### src/logic/amc_pkg.sv
// package: constants and carriers for amp mode and power-up control
package amc_pkg;
    // clock
    localparam int CLK_MHZ          = 200;
    // times in ms as printed
    localparam int START_MS         = 18;
    localparam int TIMEOUT_MS       = 25;
    localparam int OFF_MS           = 1;
    localparam int DWELL_MS         = 800;
    // cycles per millisecond tick
    localparam int TICK_CYCLES      = CLK_MHZ * 1000;
    localparam int TICK_W           = 18;
    localparam int MS_W             = 10;
    // switching rates in kHz
    localparam int RATE_STD_KHZ     = 192;
    localparam int RATE_RED_KHZ     = 76;
    // reset values
    localparam logic [MS_W-1:0]   MS_RST   = 10'h000;
    localparam logic [TICK_W-1:0] TICK_RST = 18'h00000;

    typedef enum logic [3:0] {
        MODE_STD     = 4'h1,
        MODE_RED     = 4'h2,
        MODE_HYB     = 4'h4,
        MODE_RED_HYB = 4'h8
    } amc_mode_type;

    typedef enum logic [3:0] {
        PW_OFF   = 4'h1,
        PW_START = 4'h2,
        PW_ZC    = 4'h4,
        PW_RUN   = 4'h8
    } amc_pw_type;

    // output stage control
    typedef struct packed {
        logic outputs_active;
        logic outputs_hiz;
        logic low_rail_sel;
        logic reduced_rate;
    } amc_out_type;

    // analog comparator levels
    typedef struct packed {
        logic below_low_rail_entry;
        logic above_battery_entry;
        logic battery_ok;
        logic zero_cross;
    } amc_sense_type;
endpackage

### src/logic/amc_sync.sv
// two flip-flop synchroniser for a bus of levels
`timescale 1ns/10ps
module amc_sync
    import amc_pkg::*;
#(
    parameter int W = 1
) (
    // clock and reset
    input  wire logic         clock,
    input  wire logic         rst_n,
    // levels
    input  wire logic [W-1:0] d,
    output logic      [W-1:0] q
);
    logic [W-1:0] meta_r;

    always_ff @(posedge clock or negedge rst_n) begin
        if (!rst_n) begin
            meta_r <= '0;
            q      <= '0;
        end else begin
            meta_r <= d;
            q      <= meta_r;
        end
    end
endmodule

### src/logic/amc_ms_timer.sv
// millisecond tick generator and elapsed-ms counter
`timescale 1ns/10ps
module amc_ms_timer
    import amc_pkg::*;
#(
    parameter int TICKS = TICK_CYCLES
) (
    // clock and reset
    input  wire logic            clock,
    input  wire logic            rst_n,
    // control
    input  wire logic            clear,
    // elapsed time
    output logic      [MS_W-1:0] ms_count
);
    logic [TICK_W-1:0] tick_r;
    wire               tick_end = (tick_r == TICK_W'(TICKS - 1));
    wire               ms_full  = (ms_count == {MS_W{1'b1}});

    always_ff @(posedge clock or negedge rst_n) begin
        if (!rst_n) begin
            tick_r   <= TICK_RST;
            ms_count <= MS_RST;
        end else if (clear) begin
            tick_r   <= TICK_RST;
            ms_count <= MS_RST;
        end else begin
            tick_r <= tick_end ? TICK_RST : tick_r + 1'b1;
            if (tick_end && !ms_full) begin
                ms_count <= ms_count + 1'b1;
            end
        end
    end
endmodule

### src/logic/amc_ctrl.sv
// amp mode decode, rate and rail selection, power-up sequencing
// Functional notes
// - mode pin and strap select four modes
// - standard mode: 192 kHz, battery rail
// - reduced mode: 76 kHz at all levels
// - low battery forces standard mode when strap low
// - hybrid mode: 192 kHz, rail follows input
// - hybrid modes: low rail when quiet
// - reduced hybrid: 76 kHz loud, 192 quiet
// - idle rate equal in both hybrid modes
// - wait 18 ms start-up after release
// - outputs active by 18 plus 25 ms
// - power-down within 1 ms
// - low rail after 800 ms quiet dwell
// - battery rail when input above entry
// - enable at zero crossing or timeout
// - shutdown low: outputs hi-z, low power
`timescale 1ns/10ps
module amc_ctrl
    import amc_pkg::*;
#(
    parameter int TICKS    = TICK_CYCLES,
    parameter int START_T  = START_MS,
    parameter int TOUT_T   = TIMEOUT_MS,
    parameter int DWELL_T  = DWELL_MS
) (
    // clock and reset
    input  wire logic          clock,
    input  wire logic          resetn,
    // host pins
    input  wire logic          shutdown_n,
    input  wire logic          mode_pin,
    input  wire logic          rail_filter_strap,
    // analog comparators
    input  wire amc_sense_type sense,
    // output stage control
    output amc_out_type        out_ctl,
    output amc_mode_type       mode_now,
    output logic               low_power
);
    logic            rst_meta_r;
    logic            rst_n_r;
    logic [6:0]      pins_s;
    amc_pw_type      pw_r;
    amc_pw_type      pw_nxt;
    logic            low_rail_r;
    logic [MS_W-1:0] pw_ms;
    logic [MS_W-1:0] dw_ms;

    // reset release
    always_ff @(posedge clock or negedge resetn) begin
        if (!resetn) begin
            rst_meta_r <= 1'b0;
            rst_n_r    <= 1'b0;
        end else begin
            rst_meta_r <= 1'b1;
            rst_n_r    <= rst_meta_r;
        end
    end

    wire [6:0] pins_raw = {shutdown_n, mode_pin, rail_filter_strap, sense};
    amc_sync #(.W(7)) u_sync (
        .clock (clock),
        .rst_n (rst_n_r),
        .d     (pins_raw),
        .q     (pins_s)
    );

    wire sd_s    = pins_s[6];
    wire mode_s  = pins_s[5];
    wire strap_s = pins_s[4];
    wire quiet_s = pins_s[3];
    wire loud_s  = pins_s[2];
    wire batt_s  = pins_s[1];
    wire zc_s    = pins_s[0];

    // strap high = tied to battery, low = filter cap
    wire hyb_ok = !strap_s && batt_s;
    wire amc_mode_type mode_dec =
        (!hyb_ok && !strap_s) ? MODE_STD :
        (strap_s && !mode_s)  ? MODE_RED :
        strap_s               ? MODE_STD :
        !mode_s               ? MODE_RED_HYB : MODE_HYB;
    wire is_hyb = (mode_dec == MODE_HYB) || (mode_dec == MODE_RED_HYB);

    // power sequencing timer, cleared in shutdown and on state change
    wire pw_clr = !sd_s || (pw_r != pw_nxt);
    amc_ms_timer #(.TICKS(TICKS)) u_pw_tmr (
        .clock    (clock),
        .rst_n    (rst_n_r),
        .clear    (pw_clr),
        .ms_count (pw_ms)
    );

    // quiet dwell timer, restarted whenever input is not quiet
    wire dw_clr = !sd_s || !quiet_s || !is_hyb;
    amc_ms_timer #(.TICKS(TICKS)) u_dw_tmr (
        .clock    (clock),
        .rst_n    (rst_n_r),
        .clear    (dw_clr),
        .ms_count (dw_ms)
    );

    wire start_done = (pw_ms >= MS_W'(START_T));
    wire tout_done  = (pw_ms >= MS_W'(TOUT_T));
    wire dwell_done = (dw_ms >= MS_W'(DWELL_T));

    always_comb begin
        pw_nxt = pw_r;
        case (pw_r)
            PW_OFF: begin
                if (sd_s) pw_nxt = PW_START;
            end
            PW_START: begin
                if (!sd_s) pw_nxt = PW_OFF;
                else if (start_done) pw_nxt = PW_ZC;
            end
            PW_ZC: begin
                if (!sd_s) pw_nxt = PW_OFF;
                else if (zc_s || tout_done) pw_nxt = PW_RUN;
            end
            PW_RUN: begin
                if (!sd_s) pw_nxt = PW_OFF;
            end
            default: pw_nxt = PW_OFF;
        endcase
    end

    // rail choice: battery when loud, low rail after dwell
    wire low_rail_nxt = (!is_hyb || loud_s) ? 1'b0 :
                        dwell_done ? 1'b1 : low_rail_r;
    // rate: reduced mode always, reduced hybrid only when loud
    wire red_rate = (mode_dec == MODE_RED) ||
                    (mode_dec == MODE_RED_HYB && loud_s && !low_rail_r);
    wire running  = (pw_nxt == PW_RUN);

    always_ff @(posedge clock or negedge rst_n_r) begin
        if (!rst_n_r) begin
            pw_r       <= PW_OFF;
            low_rail_r <= 1'b0;
            out_ctl    <= '{outputs_active: 1'b0, outputs_hiz: 1'b1,
                            low_rail_sel: 1'b0, reduced_rate: 1'b0};
            mode_now   <= MODE_STD;
            low_power  <= 1'b1;
        end else begin
            pw_r       <= pw_nxt;
            low_rail_r <= sd_s && low_rail_nxt;
            out_ctl.outputs_active <= running;
            out_ctl.outputs_hiz    <= !running;
            out_ctl.low_rail_sel   <= sd_s && low_rail_nxt;
            out_ctl.reduced_rate   <= red_rate;
            mode_now   <= mode_dec;
            low_power  <= (pw_nxt == PW_OFF);
        end
    end

    // power-up watch: cycles since release while outputs idle
    localparam int UP_LIM = (START_T + TOUT_T) * TICKS + 8;
    localparam int UP_W   = $clog2(UP_LIM + 2);
    logic [UP_W-1:0] up_cnt_r;

    always_ff @(posedge clock or negedge rst_n_r) begin
        if (!rst_n_r) begin
            up_cnt_r <= '0;
        end else if (!sd_s || out_ctl.outputs_active) begin
            up_cnt_r <= '0;
        end else if (up_cnt_r != '1) begin
            up_cnt_r <= up_cnt_r + 1'b1;
        end
    end

    // assertions
    property p_hiz_when_off;
        @(posedge clock) disable iff (!rst_n_r)
        !sd_s |=> out_ctl.outputs_hiz && !out_ctl.outputs_active;
    endproperty
    a_hiz_when_off: assert property (p_hiz_when_off) else $error("not hi-z when off");

    property p_off_fast;
        @(posedge clock) disable iff (!rst_n_r)
        $fell(sd_s) |-> ##[1:2] low_power;
    endproperty
    a_off_fast: assert property (p_off_fast) else $error("power-down late");

    property p_std_rate;
        @(posedge clock) disable iff (!rst_n_r)
        (mode_dec == MODE_STD || mode_dec == MODE_HYB) |=> !out_ctl.reduced_rate;
    endproperty
    a_std_rate: assert property (p_std_rate) else $error("wrong rate");

    property p_red_rate;
        @(posedge clock) disable iff (!rst_n_r)
        mode_dec == MODE_RED |=> out_ctl.reduced_rate;
    endproperty
    a_red_rate: assert property (p_red_rate) else $error("reduced rate missing");

    property p_loud_batt;
        @(posedge clock) disable iff (!rst_n_r)
        loud_s |=> !out_ctl.low_rail_sel;
    endproperty
    a_loud_batt: assert property (p_loud_batt) else $error("low rail while loud");

    property p_no_early;
        @(posedge clock) disable iff (!rst_n_r)
        (pw_r == PW_START && !start_done) |=> !out_ctl.outputs_active;
    endproperty
    a_no_early: assert property (p_no_early) else $error("outputs before start");

    property p_zc_on;
        @(posedge clock) disable iff (!rst_n_r)
        (pw_r == PW_ZC && sd_s && zc_s) |=> out_ctl.outputs_active;
    endproperty
    a_zc_on: assert property (p_zc_on) else $error("no enable at crossing");

    property p_clear;
        @(posedge clock) disable iff (!rst_n_r)
        !sd_s |=> pw_ms == MS_RST && dw_ms == MS_RST;
    endproperty
    a_clear: assert property (p_clear) else $error("timers not cleared");

    property p_lowbatt;
        @(posedge clock) disable iff (!rst_n_r)
        (!strap_s && !batt_s) |-> mode_dec == MODE_STD;
    endproperty
    a_lowbatt: assert property (p_lowbatt) else $error("hybrid with low battery");

    property p_std_batt;
        @(posedge clock) disable iff (!rst_n_r)
        !is_hyb |=> !out_ctl.low_rail_sel;
    endproperty
    a_std_batt: assert property (p_std_batt) else $error("low rail outside hybrid");

    property p_dwell_low;
        @(posedge clock) disable iff (!rst_n_r)
        (sd_s && is_hyb && dwell_done && !loud_s) |=> out_ctl.low_rail_sel;
    endproperty
    a_dwell_low: assert property (p_dwell_low) else $error("no low rail");

    property p_dwell_early;
        @(posedge clock) disable iff (!rst_n_r)
        $rose(out_ctl.low_rail_sel) |-> $past(dwell_done);
    endproperty
    a_dwell_early: assert property (p_dwell_early) else $error("low rail early");

    property p_fhd_loud;
        @(posedge clock) disable iff (!rst_n_r)
        (mode_dec == MODE_RED_HYB && loud_s && !out_ctl.low_rail_sel) |=> out_ctl.reduced_rate;
    endproperty
    a_fhd_loud: assert property (p_fhd_loud) else $error("loud rate not reduced");

    property p_fhd_quiet;
        @(posedge clock) disable iff (!rst_n_r)
        (mode_dec == MODE_RED_HYB && !loud_s) |=> !out_ctl.reduced_rate;
    endproperty
    a_fhd_quiet: assert property (p_fhd_quiet) else $error("idle rate reduced");

    property p_tout_on;
        @(posedge clock) disable iff (!rst_n_r)
        (pw_r == PW_ZC && sd_s && tout_done) |=> out_ctl.outputs_active;
    endproperty
    a_tout_on: assert property (p_tout_on) else $error("no enable at timeout");

    property p_off_lp;
        @(posedge clock) disable iff (!rst_n_r)
        !sd_s |=> low_power;
    endproperty
    a_off_lp: assert property (p_off_lp) else $error("not low power when off");

    property p_low_clr;
        @(posedge clock) disable iff (!rst_n_r)
        !sd_s |=> !out_ctl.low_rail_sel;
    endproperty
    a_low_clr: assert property (p_low_clr) else $error("low rail kept when off");

    property p_sync_pins;
        @(posedge clock) disable iff (!rst_n_r)
        $past(rst_n_r, 2) |-> pins_s == $past(pins_raw, 2);
    endproperty
    a_sync_pins: assert property (p_sync_pins) else $error("pin sync latency");

    property p_up_max;
        @(posedge clock) disable iff (!rst_n_r)
        up_cnt_r <= UP_W'(UP_LIM);
    endproperty
    a_up_max: assert property (p_up_max) else $error("power-up too slow");

    property p_up_min;
        @(posedge clock) disable iff (!rst_n_r)
        $rose(out_ctl.outputs_active) |-> up_cnt_r >= UP_W'(START_T * TICKS);
    endproperty
    a_up_min: assert property (p_up_min) else $error("power-up too early");

    // covers
    c_run: cover property (@(posedge clock) disable iff (!rst_n_r) $rose(out_ctl.outputs_active));
    c_low: cover property (@(posedge clock) disable iff (!rst_n_r) $rose(out_ctl.low_rail_sel));
    c_fhd: cover property (@(posedge clock) disable iff (!rst_n_r)
        mode_dec == MODE_RED_HYB && out_ctl.reduced_rate);
    c_tout: cover property (@(posedge clock) disable iff (!rst_n_r) pw_r == PW_ZC && tout_done);
    c_off: cover property (@(posedge clock) disable iff (!rst_n_r) $fell(out_ctl.outputs_active));
endmodule

### config.mk
export PLATFORM = sky130hd
export DESIGN_NAME = amc_ctrl
export DESIGN_NICKNAME = d
export VERILOG_FILES = /design/src/logic/amc_pkg.sv /design/src/logic/amc_sync.sv /design/src/logic/amc_ms_timer.sv /design/src/logic/amc_ctrl.sv
export SDC_FILE = /design/constraint.sdc
export NUM_CORES = 1
export LEC_CHECK = 0
export CELL_PAD_IN_SITES_DETAIL_PLACEMENT = 0
export CELL_PAD_IN_SITES_GLOBAL_PLACEMENT = 1
export CORE_MARGIN = 5
export CORE_UTILIZATION = 50
export DETAILED_ROUTE_END_ITERATION = 8
export DONT_BUFFER_PORTS = 1
export PLACE_DENSITY = 0.87
export SYNTH_ARGS = -nofsm -noshare
export SYNTH_HDL_FRONTEND = slang
export SYNTH_SLANG_ARGS = --single-unit
### constraint.sdc
create_clock -name clock -period 6.36 [get_ports clock]
set_clock_uncertainty 0.05 [all_clocks]
set_input_delay 0.954 -clock clock [delete_from_list [all_inputs] [get_ports clock]]
set_output_delay 0.954 -clock clock [all_outputs]
set_load 0.05 [all_outputs]
==> flow_metrics.tcl, run 1 <==
set metrics [dict create \
    path_cells "nor4_1 > nand2_1 > a211o_1 > or3_1 > a2111oi_0" \
    criticalPathCategory "flop to flop" \
    num_rows 32 \
    area_growth_pct 6.97 \
    dp_cells 476 \
    drv_cap 0 \
    synth_area_sq_mm 0.00397 \
    vias 2732 \
    crit_slowest_cell "nor4_1" \
    drive_gt1_share_pct 8.21 \
    drc 0 \
    ctsResizeCount 0 \
    slew_headroom_pct 31.8 \
    synth_edf_count 0 \
    final_nets 402 \
    fin_crit_sh_pct 35.3 \
    viasPerCell 5.55 \
    cts_buffer_depth 2 \
    cts.clk_slew.worst_paths_ps 90 \
    drtPass1Iterations 4 \
    grt_pass1_wl_microns 12700 \
    rr_worst_depth 5 \
    end_kind "flop" \
    setup_tns_ps 0 \
    cts_tree "built" \
    post_cts_buffers 0 \
    die_w_microns 99.1 \
    cts_hold_buf 0 \
    initial_core_util_pct 51.3 \
    synth_cell_types 53 \
    gp_congestion 0.777 \
    grt_usage_pct 15.6 \
    hold_viol_final 0 \
    synthAdderAreaFrac_pct 2.52 \
    yosys-mux-area-fraction_pct 0 \
    synth_xor_area_share_pct 8.17 \
    min_period_ps 2240 \
    stdcell_count 492 \
    overflow 0 \
    root_buffer "clkbuf_8" \
    crit_required_ps 6530 \
    cts.sinks 85 \
    avgSynthCellArea_sq_um 10.3 \
    grt_pass1_vias 2685 \
    worstMarginPinSlew_ps 1020 \
    yosys.area_share.simple_pct 24.8 \
    fin_ws_ps 4120 \
    io_pins 18 \
    synth_cells 384 \
    antenna_cells 0 \
    wirelength_microns 7070 \
    synth_top_family_by_area "simple AND/OR/NAND/NOR gates" \
    ir_drop_v 0.000115 \
    startpoint_type "flop" \
    p_per_area_mw_per_mm2 230 \
    cp_max_fo 6 \
    total_power_uw 975 \
    hp-class "primary input to async pin" \
    slowest_delay_ps 480 \
    syn_nets 401 \
    ys_seq_area_share_pct 53.8 \
    synth_compound_area_share_pct 7.42 \
    die_area_sq_mm 0.00981 \
    status "finished, final reports clean" \
    async_flop_share_pct 100 \
    cts.htree.levels 3 \
    place_hpwl_microns 4780 \
    antenna_found_initial 0 \
    coreArea_sq_mm 0.00773 \
    die_h_microns 99.1 \
    synth_ff_type "dfrtp_1" \
    clock_latency_ps 350 \
    grt_start_max_net_pins 84 \
    grt_setup_unrepaired "no" \
    ant_nets 0 \
    p_leak_uw 0.00162 \
    finalSetupViolCount 0 \
    cts_made_buffers 9 \
    io_buffers 0 \
    dp_slack_ps 4170 \
    ys_warn_count 0 \
    wl_per_cell_microns 14.4 \
    synth-seq-cells 85 \
    drv_slew 0 \
    critPathArrivalTime_ps 2410 \
    timing.fmax_mhz 445 \
    first_iter_violations 97 \
]
==> critical path: cells and delay by family, from the launching register on <==
| kind | cells | cell delay [ps] |
|---|---|---|
| AOI/OAI and AO/OA | 2 | 660 |
| DFF | 1 | 450 |
| and+or+nand+nor | 3 | 950 |
==> registers in the layout (all words and copies together) (netlist names), 3 cells and up <==
name,count
pw_r,4
mode_now,4
u_sync.q,7
u_sync.meta_r,7
u_dw_tmr.tick_r,18
u_dw_tmr.ms_count,10
u_pw_tmr.tick_r,18
out_ctl,3
u_pw_tmr.ms_count,10
==> placed cells by master (no fill, tap or decap), types with 8 or more instances in the layout <==
cell | synthesis | final
dfrtp_1 | 81 | 80
nor2_1 | 41 | 41
nand2_1 | 24 | 24
nand3_1 | 23 | 23
xor2_1 | 19 | 19
inv_1 | 18 | 18
xnor2_1 | 18 | 18
nor3_1 | 16 | 16
a21oi_1 | 15 | 15
o21ai_0 | 13 | 13
nand4_1 | 13 | 13
or3_1 | 11 | 11
clkbuf_8 | 0 | 9
nor4_1 | 8 | 8
ha_1 | 8 | 8
==> cell type report <==
cell class	count	area [sq um]
Multi-Input combinational cell	270	1700
Clock inverter	6	71.3
Fill cell	671	3490
Clock buffer	10	128
Sequential cell	85	2140
Inverter	18	67.6
Tap cell	102	128
Timing Repair Buffer	1	7.51
==> per-stage QoR <==
stage | hold WS, ps | cell area, sq um | utilization (%)
final | 240 | 4240 | 54.9
after global placement | 282 | 4040 | 52.3
after floorplan | 281 | 3970 | -
after global routing | 200 | 4240 | 54.9
after CTS | 219 | 4240 | 54.9
after detailed placement | 286 | 4040 | 52.3
==> Yosys cell counts (11+ instances only) <==
master	count	share of area [%]
dfrtp_1	81	51
nor2_1	41	3.9
nand2_1	24	2.3
nand3_1	23	2.9
xor2_1	19	4.2
inv_1	18	1.7
xnor2_1	18	4.0
nor3_1	16	2.0
a21oi_1	15	1.9
nand4_1	13	2.1
o21ai_0	13	1.6
or3_1	11	1.7
==> kinds of logic (layout without fill, tap and decap cells) <==
| family | count (synthesis) | count (layout) |
|---|---|---|
| DFF | 85 | 85 |
| AOI/OAI and AO/OA | 45 | 45 |
| other | 1 | 1 |
| buffers and inverters | 29 | 35 |
| xor gates and xnor gates | 37 | 37 |
| and+or+nand+nor | 179 | 179 |
| adders and majority gates | 8 | 8 |
==> routing by layer <==
layer | wire length, microns | global-route usage [%] | up-vias
li1 | - | - | 1359
met1 | 3380 | 21.6 | 1339
met2 | 3440 | 24.7 | 27
met3 | 188 | 4.10 | 7
met4 | 59 | 3.57 | 0
met5 | 0 | 0 | -
==> path summary, 6_finish.rpt <==
check | startpoint | end | slack, ps
max | u_pw_tmr.ms_count[6] | pw_r[2] | 4120
min | resetn | rst_n_r | 240
max reg2reg | u_pw_tmr.ms_count[6] | pw_r[2] | 4120
min reg2reg | u_sync.meta_r[5] | u_sync.q[5] | 300
max in group asynchronous | rst_n_r | u_pw_tmr.ms_count[3] | 5140
min in group clock | u_sync.meta_r[5] | u_sync.q[5] | 300
==> report_power, final <==
part           leakage [uW]  switching [uW]  internal (uW)
clock network     0.0000931             196            184
registers           0.00113            26.4            552
logic              0.000400            9.79           6.55
total               0.00162             232            743
Note: power is estimated with default switching activity, not from simulation.
==> inputs of run 2 (changes only) <==
==> constraint.sdc (replaced) <==
create_clock -name clock -period 2.1 [get_ports clock]
set_clock_uncertainty 0.05 [all_clocks]
set_input_delay 0.315 -clock clock [delete_from_list [all_inputs] [get_ports clock]]
set_output_delay 0.315 -clock clock [all_outputs]
set_load 0.05 [all_outputs]
==> run 2 against run 1 <==
Clock power increased to 3.1 times the previous value. Sequential share of layout area fell by 4.2 points. Cell area rose by 9.1%. Total power rose to 3.1 times the previous value. Via count grew 7.6%. Critical path depth rose by 3. Sequential cell count did not move. Sequential power rose to 3.0 times the previous value. Register-to-register slack worse by 4100 ps. Fmax increased by 10%.
==> flow_metrics.tcl, run 2 (synthesis results as in run 1) <==
set metrics [dict create \
    layout.cells.most_common "dfrtp_1" \
    regToRegSetupSlack_ps 60 \
    coreArea_sq_mm 0.00773 \
    rr_worst_depth 8 \
    clock_latency_ps 350 \
    timing.hold.ws_ps 129 \
    viasPerCell 5.56 \
    cp_max_fo 28 \
    switching_power_uw 698 \
    r2r-end "u_pw_tmr.tick_r[16]" \
    die_h_microns 99.1 \
    finalSetupViolCount 0 \
    layout_common_cells "dfrtp_1, nor2_1, buf_4, nand2_1, nand3_1" \
    grt_start_max_net_pins 60 \
    slowest_delay_ps 450 \
    switching_share_pct 23.1 \
    hp-class "primary input to async pin" \
    antenna_found_initial 0 \
    ir_drop_v 0.000559 \
    crit_required_ps 2320 \
    root_buffer "clkbuf_8" \
    drv_cap 0 \
    sequentialPowerShare_pct 56.9 \
    reg.largest.list "u_dw_tmr.tick_r (18), u_pw_tmr.tick_r (18)" \
    clock_power_share_pct 39.4 \
    grt_usage_pct 16.6 \
    wl_per_cell_microns 14.4 \
    cts_made_buffers 9 \
    critPathArrivalTime_ps 2260 \
    cts.clk_slew.worst_paths_ps 90 \
    dp_slack_ps 19.5 \
    p_leak_uw 0.00183 \
    path_cells "inv_1 > ha_1 > nor2b_1 > o22ai_1 > a2111oi_2 > o2111ai_2 > buf_12 > nor3_1" \
    area_growth_pct 16.7 \
    final_nets 439 \
    internal_power_uw 2330 \
    status "finished, final reports clean" \
    worst-path-buf-inv 2 \
    post_cts_buffers 0 \
    drive_gt1_share_pct 17.1 \
    vias 2939 \
    grt_setup_unrepaired "yes" \
    timing.fmax_mhz 490 \
    die_w_microns 99.1 \
    end_kind "flop" \
    grt_pass1_wl_microns 13300 \
    grt_pass1_vias 2952 \
    startpoint_type "flop" \
    antenna_cells 0 \
    crit_slowest_cell "dfrtp_2" \
    ant_nets 0 \
    combPwrFrac_pct 3.7 \
    io_buffers 0 \
    gp_congestion 0.838 \
    io_pins 18 \
    cts.sinks 85 \
    die_area_sq_mm 0.00981 \
    drv_slew 0 \
    place_hpwl_microns 5260 \
    cts.htree.levels 3 \
    drc 0 \
    cts_buffer_depth 2 \
    p_per_area_mw_per_mm2 654 \
    num_rows 32 \
    wirelength_microns 7630 \
    critical-path-top-delay-family "compound AO/OA/AOI/OAI gates" \
    initial_core_util_pct 51.3 \
    criticalPathCategory "flop to flop" \
    r2r-start "u_pw_tmr.ms_count[1]" \
    fin_crit_sh_pct 97.2 \
    min_period_ps 2040 \
    hold_viol_final 0 \
    first_iter_violations 134 \
    cts_tree "built" \
    fin_ws_ps 59.1 \
    overflow 0 \
    drtPass1Iterations 5 \
]
==> run 2: cell type report <==
type / count / area (sq um)
clock buffers: 11 / 151
clock inverters: 5 / 58.8
well taps: 102 / 128
multi-input cells: 270 / 1760
repair buffers: 38 / 330
inverters: 18 / 67.6
flip-flops and latches: 85 / 2140
fillers: 626 / 3100
==> run 2: per-layer routing <==
metal	wire (microns)	vias to the layer above	share of wire (%)	global-route usage, %
met4	101	0	1.3	5.99
met5	0	-	0	0
met2	3800	43	50	26.6
met1	3500	1456	46	21.9
met3	220	10	2.9	4.32
li1	-	1430	-	-
==> run 2: through the flow <==
step | TNS [ps] | cells | total power [uW] | cell area (sq um) | utilization [%]
after floorplan | 0 | 384 | 1810 | 3970 | -
after global placement | 0 | 505 | 1850 | 4290 | 55.5
after detailed placement | 0 | 505 | 1860 | 4290 | 55.5
after CTS | 0 | 529 | 3060 | 4580 | 59.2
after global routing | -233 | 529 | 3150 | 4630 | 59.9
final | 0 | 529 | 3030 | 4630 | 59.9
==> run 2: how the worst max path moves through the flow <==
stage                    startpoint                   end  slack [ps]  cells after the start
2_1_floorplan   u_pw_tmr.tick_r[12]  u_pw_tmr.ms_count[5]          20                      6
3_3_place_gp   u_pw_tmr.ms_count[0]               pw_r[2]          70                      7
3_5_place_dp   u_pw_tmr.ms_count[0]               pw_r[2]          20                      7
4_1_cts         u_pw_tmr.tick_r[14]  u_pw_tmr.ms_count[5]          10                      5
5_1_grt                     pw_r[1]    u_pw_tmr.tick_r[3]         -40                      6
6_report       u_pw_tmr.ms_count[1]   u_pw_tmr.tick_r[16]          60                      8
==> run 2: worst reg2reg max path, delay by kind of cell, from the launching register on <==
family | cells | cell delay, ps
fa+ha+maj | 1 | 140
flops | 1 | 450
compound gates | 3 | 710
simple gates | 2 | 330
buf+inv | 2 | 290
==> run 2: timing repair <==
action,4_1_cts,5_1_grt
setup endpoints to repair,1,23
pin swaps,0,3
resized for setup,2,10
hold endpoints to repair,9,0
hold buffers,8,0
==> run 2: power groups by stage <==
stage | combinational (uW) | clock (uW) | sequential (uW)
after global routing | 125 | 1300 | 1730
after CTS | 111 | 1230 | 1720
final | 111 | 1190 | 1720
after global placement | 96.9 | 0 | 1750
after detailed placement | 98.6 | 0 | 1760
after floorplan | 47.0 | 0 | 1770
==> inputs of run 3 (changes only) <==
--- a/config.mk
+++ b/config.mk
@@ -7,11 +7,12 @@
 export LEC_CHECK = 0
 export CELL_PAD_IN_SITES_DETAIL_PLACEMENT = 0
 export CELL_PAD_IN_SITES_GLOBAL_PLACEMENT = 1
+export CORE_ASPECT_RATIO = 1.1
 export CORE_MARGIN = 5
-export CORE_UTILIZATION = 50
+export CORE_UTILIZATION = 45
 export DETAILED_ROUTE_END_ITERATION = 8
 export DONT_BUFFER_PORTS = 1
-export PLACE_DENSITY = 0.87
+export PLACE_DENSITY = 0.83
 export SYNTH_ARGS = -nofsm -noshare
 export SYNTH_HDL_FRONTEND = slang
 export SYNTH_SLANG_ARGS = --single-unit
==> constraint.sdc (replaced) <==
create_clock -name clock -period 1.65 [get_ports clock]
set_clock_uncertainty 0.05 [all_clocks]
set_input_delay 0.2475 -clock clock [delete_from_list [all_inputs] [get_ports clock]]
set_output_delay 0.2475 -clock clock [all_outputs]
set_load 0.05 [all_outputs]
==> run 3 against run 2 <==
The flow now finishes with violations (negative setup slack). Sequential share of layout area is 11 points lower. Total power grew 28%. Combinational power grew 120%. Cell area is 31% higher. Core utilization grew 9.6 points. Setup slack got worse by 550 ps. Clock power grew 19%. First-iteration DRC count is 4.5% higher. Sequential cell count is the same. Count of clock-buffer cells in the layout fell by 2. Fmax fell by 4.5%.
==> flow_metrics.tcl, run 3 (synthesis results as in run 1) <==
set metrics [dict create \
    dp_cells 577 \
    cts.htree.levels 3 \
    coreArea_sq_mm 0.00874 \
    hp-class "primary input to async pin" \
    initial_core_util_pct 45.4 \
    io_pins 18 \
    drv_cap 0 \
    end_kind "flop" \
    cts_buffer_depth 2 \
    drive_gt1_share_pct 47.5 \
    violations "negative setup slack" \
    worstMarginPinSlew_ps 528 \
    place_hpwl_microns 5880 \
    crit_required_ps 1850 \
    viasPerCell 5.47 \
    status "finished, violations left" \
    cts_made_buffers 9 \
    criticalPathCategory "flop to flop" \
    grt_start_max_net_pins 40 \
    grt_usage_pct 18.5 \
    grt_pass1_wl_microns 15900 \
    vias 3445 \
    min_period_ps 2140 \
    ant_nets 0 \
    area_growth_pct 53.2 \
    slew_headroom_pct 64.3 \
    wl_per_cell_microns 17.2 \
    die_h_microns 108 \
    fin_ws_ps -487 \
    antenna_cells 0 \
    stdcell_count 630 \
    root_buffer "clkbuf_8" \
    cts.clk_slew.worst_paths_ps 90 \
    fin_crit_sh_pct 130 \
    final_nets 528 \
    timing.fmax_mhz 468 \
    critical-path-top-delay-family "simple AND/OR/NAND/NOR gates" \
    drv_slew 0 \
    p_leak_uw 0.00247 \
    path_cells "nor4b_1 > or4b_4 > nor4_4 > xnor2_1 > nor2_2" \
    crit_slowest_cell "or4b_4" \
    reg.largest.list "u_dw_tmr.tick_r (18), u_pw_tmr.tick_r (18)" \
    overflow 0 \
    clock_latency_ps 360 \
    layout_common_cells "buf_4, dfrtp_1, nor2_4, nand3_1, nand2_1" \
    die_area_sq_mm 0.0108 \
    cts_tree "built" \
    die_w_microns 99.5 \
    finalSetupViolCount 58 \
    num_rows 36 \
    layout.cells.most_common "buf_4" \
    wirelength_microns 10800 \
    gp_congestion 0.789 \
    p_per_area_mw_per_mm2 636 \
    ir_drop_v 0.000482 \
    io_buffers 0 \
    cp_max_fo 3 \
    antenna_found_initial 0 \
    postLayoutCoreUtil_pct 69.5 \
    hold_viol_final 0 \
    drtPass1Iterations 4 \
    cts.sinks 85 \
    startpoint_type "flop" \
    drc 0 \
    grt_setup_unrepaired "yes" \
    first_iter_violations 140 \
    slowest_delay_ps 580 \
    worst-path-buf-inv 0 \
    critPathArrivalTime_ps 2330 \
    grt_pass1_vias 3478 \
]
run 3: cell count changes in the layout (fill, tap and decap cells not counted), sizes merged:
| cell | before | now |
|---|---|---|
| inv | 18 | 23 |
| clkbuf | 11 | 12 |
| clkinv | 2 | 1 |
| clkinvlp | 2 | 1 |
| buf | 30 | 116 |
| bufinv | 1 | 0 |
run 3: where the power goes:
part / leakage (uW) / switching, uW / internal, uW
Combinational: 0.00125 / 132 / 117
Clock: 0.0000945 / 841 / 582
Sequential: 0.00113 / 66.5 / 2130
run 3: metrics by stage:
step | power, uW | worst slack (ps) | hold slack (ps) | instance area, sq um | setup TNS [ps]
after floorplan | 2310 | -342 | -98.1 | 4030 | -7180
after global placement | 2390 | -376 | -98.0 | 4820 | -7430
after detailed placement | 2390 | -476 | -98.0 | 4820 | -9760
after CTS | 3860 | -336 | 55.9 | 5490 | -9100
after global routing | 4010 | -474 | 60.4 | 6080 | -17670
final | 3870 | -487 | 57.5 | 6080 | -13710
run 3: routing by layer:
metal  track usage (%)  up-vias  routed length (microns)
li1                  -     1618                        -
met1              21.2     1722                     4100
met2              33.9       75                     6070
met3              4.13       30                      314
met4              6.73        0                      337
met5                 0        -                        0
run 3: final cells by class:
class,count,area (sq um)
fill,572,2660
multi-input combinational,270,2350
sequential,85,2140
timing repair buffer,127,1190
tap,114,143
clock buffer,9,124
inverter,18,67.6
clock inverter,7,61.3
run 3: repair_timing:
action	4_1_cts	5_1_grt
pin swaps	18	44
gates cloned	3	3
hold endpoints to repair	9	0
gates resized for setup	53	97
endpoints found under the setup margin	47	62
hold buffers	8	0
setup buffers	11	17
run 3: worst paths after layout:
| kind | startpoint | to | slack [ps] | depth (start not counted) |
|---|---|---|---|---|
| max | u_pw_tmr.tick_r[12] | u_pw_tmr.ms_count[8] | -490 | 5 |
| max reg2reg | u_pw_tmr.tick_r[12] | u_pw_tmr.ms_count[8] | -490 | 5 |
| min in group clock | rst_meta_r | rst_n_r | 310 | 0 |
| min reg2reg | rst_n_r | u_pw_tmr.tick_r[6] | 180 | 0 |
| max in group asynchronous | rst_n_r | out_ctl[2] | 790 | 1 |
| min | resetn | rst_n_r | 60 | 1 |
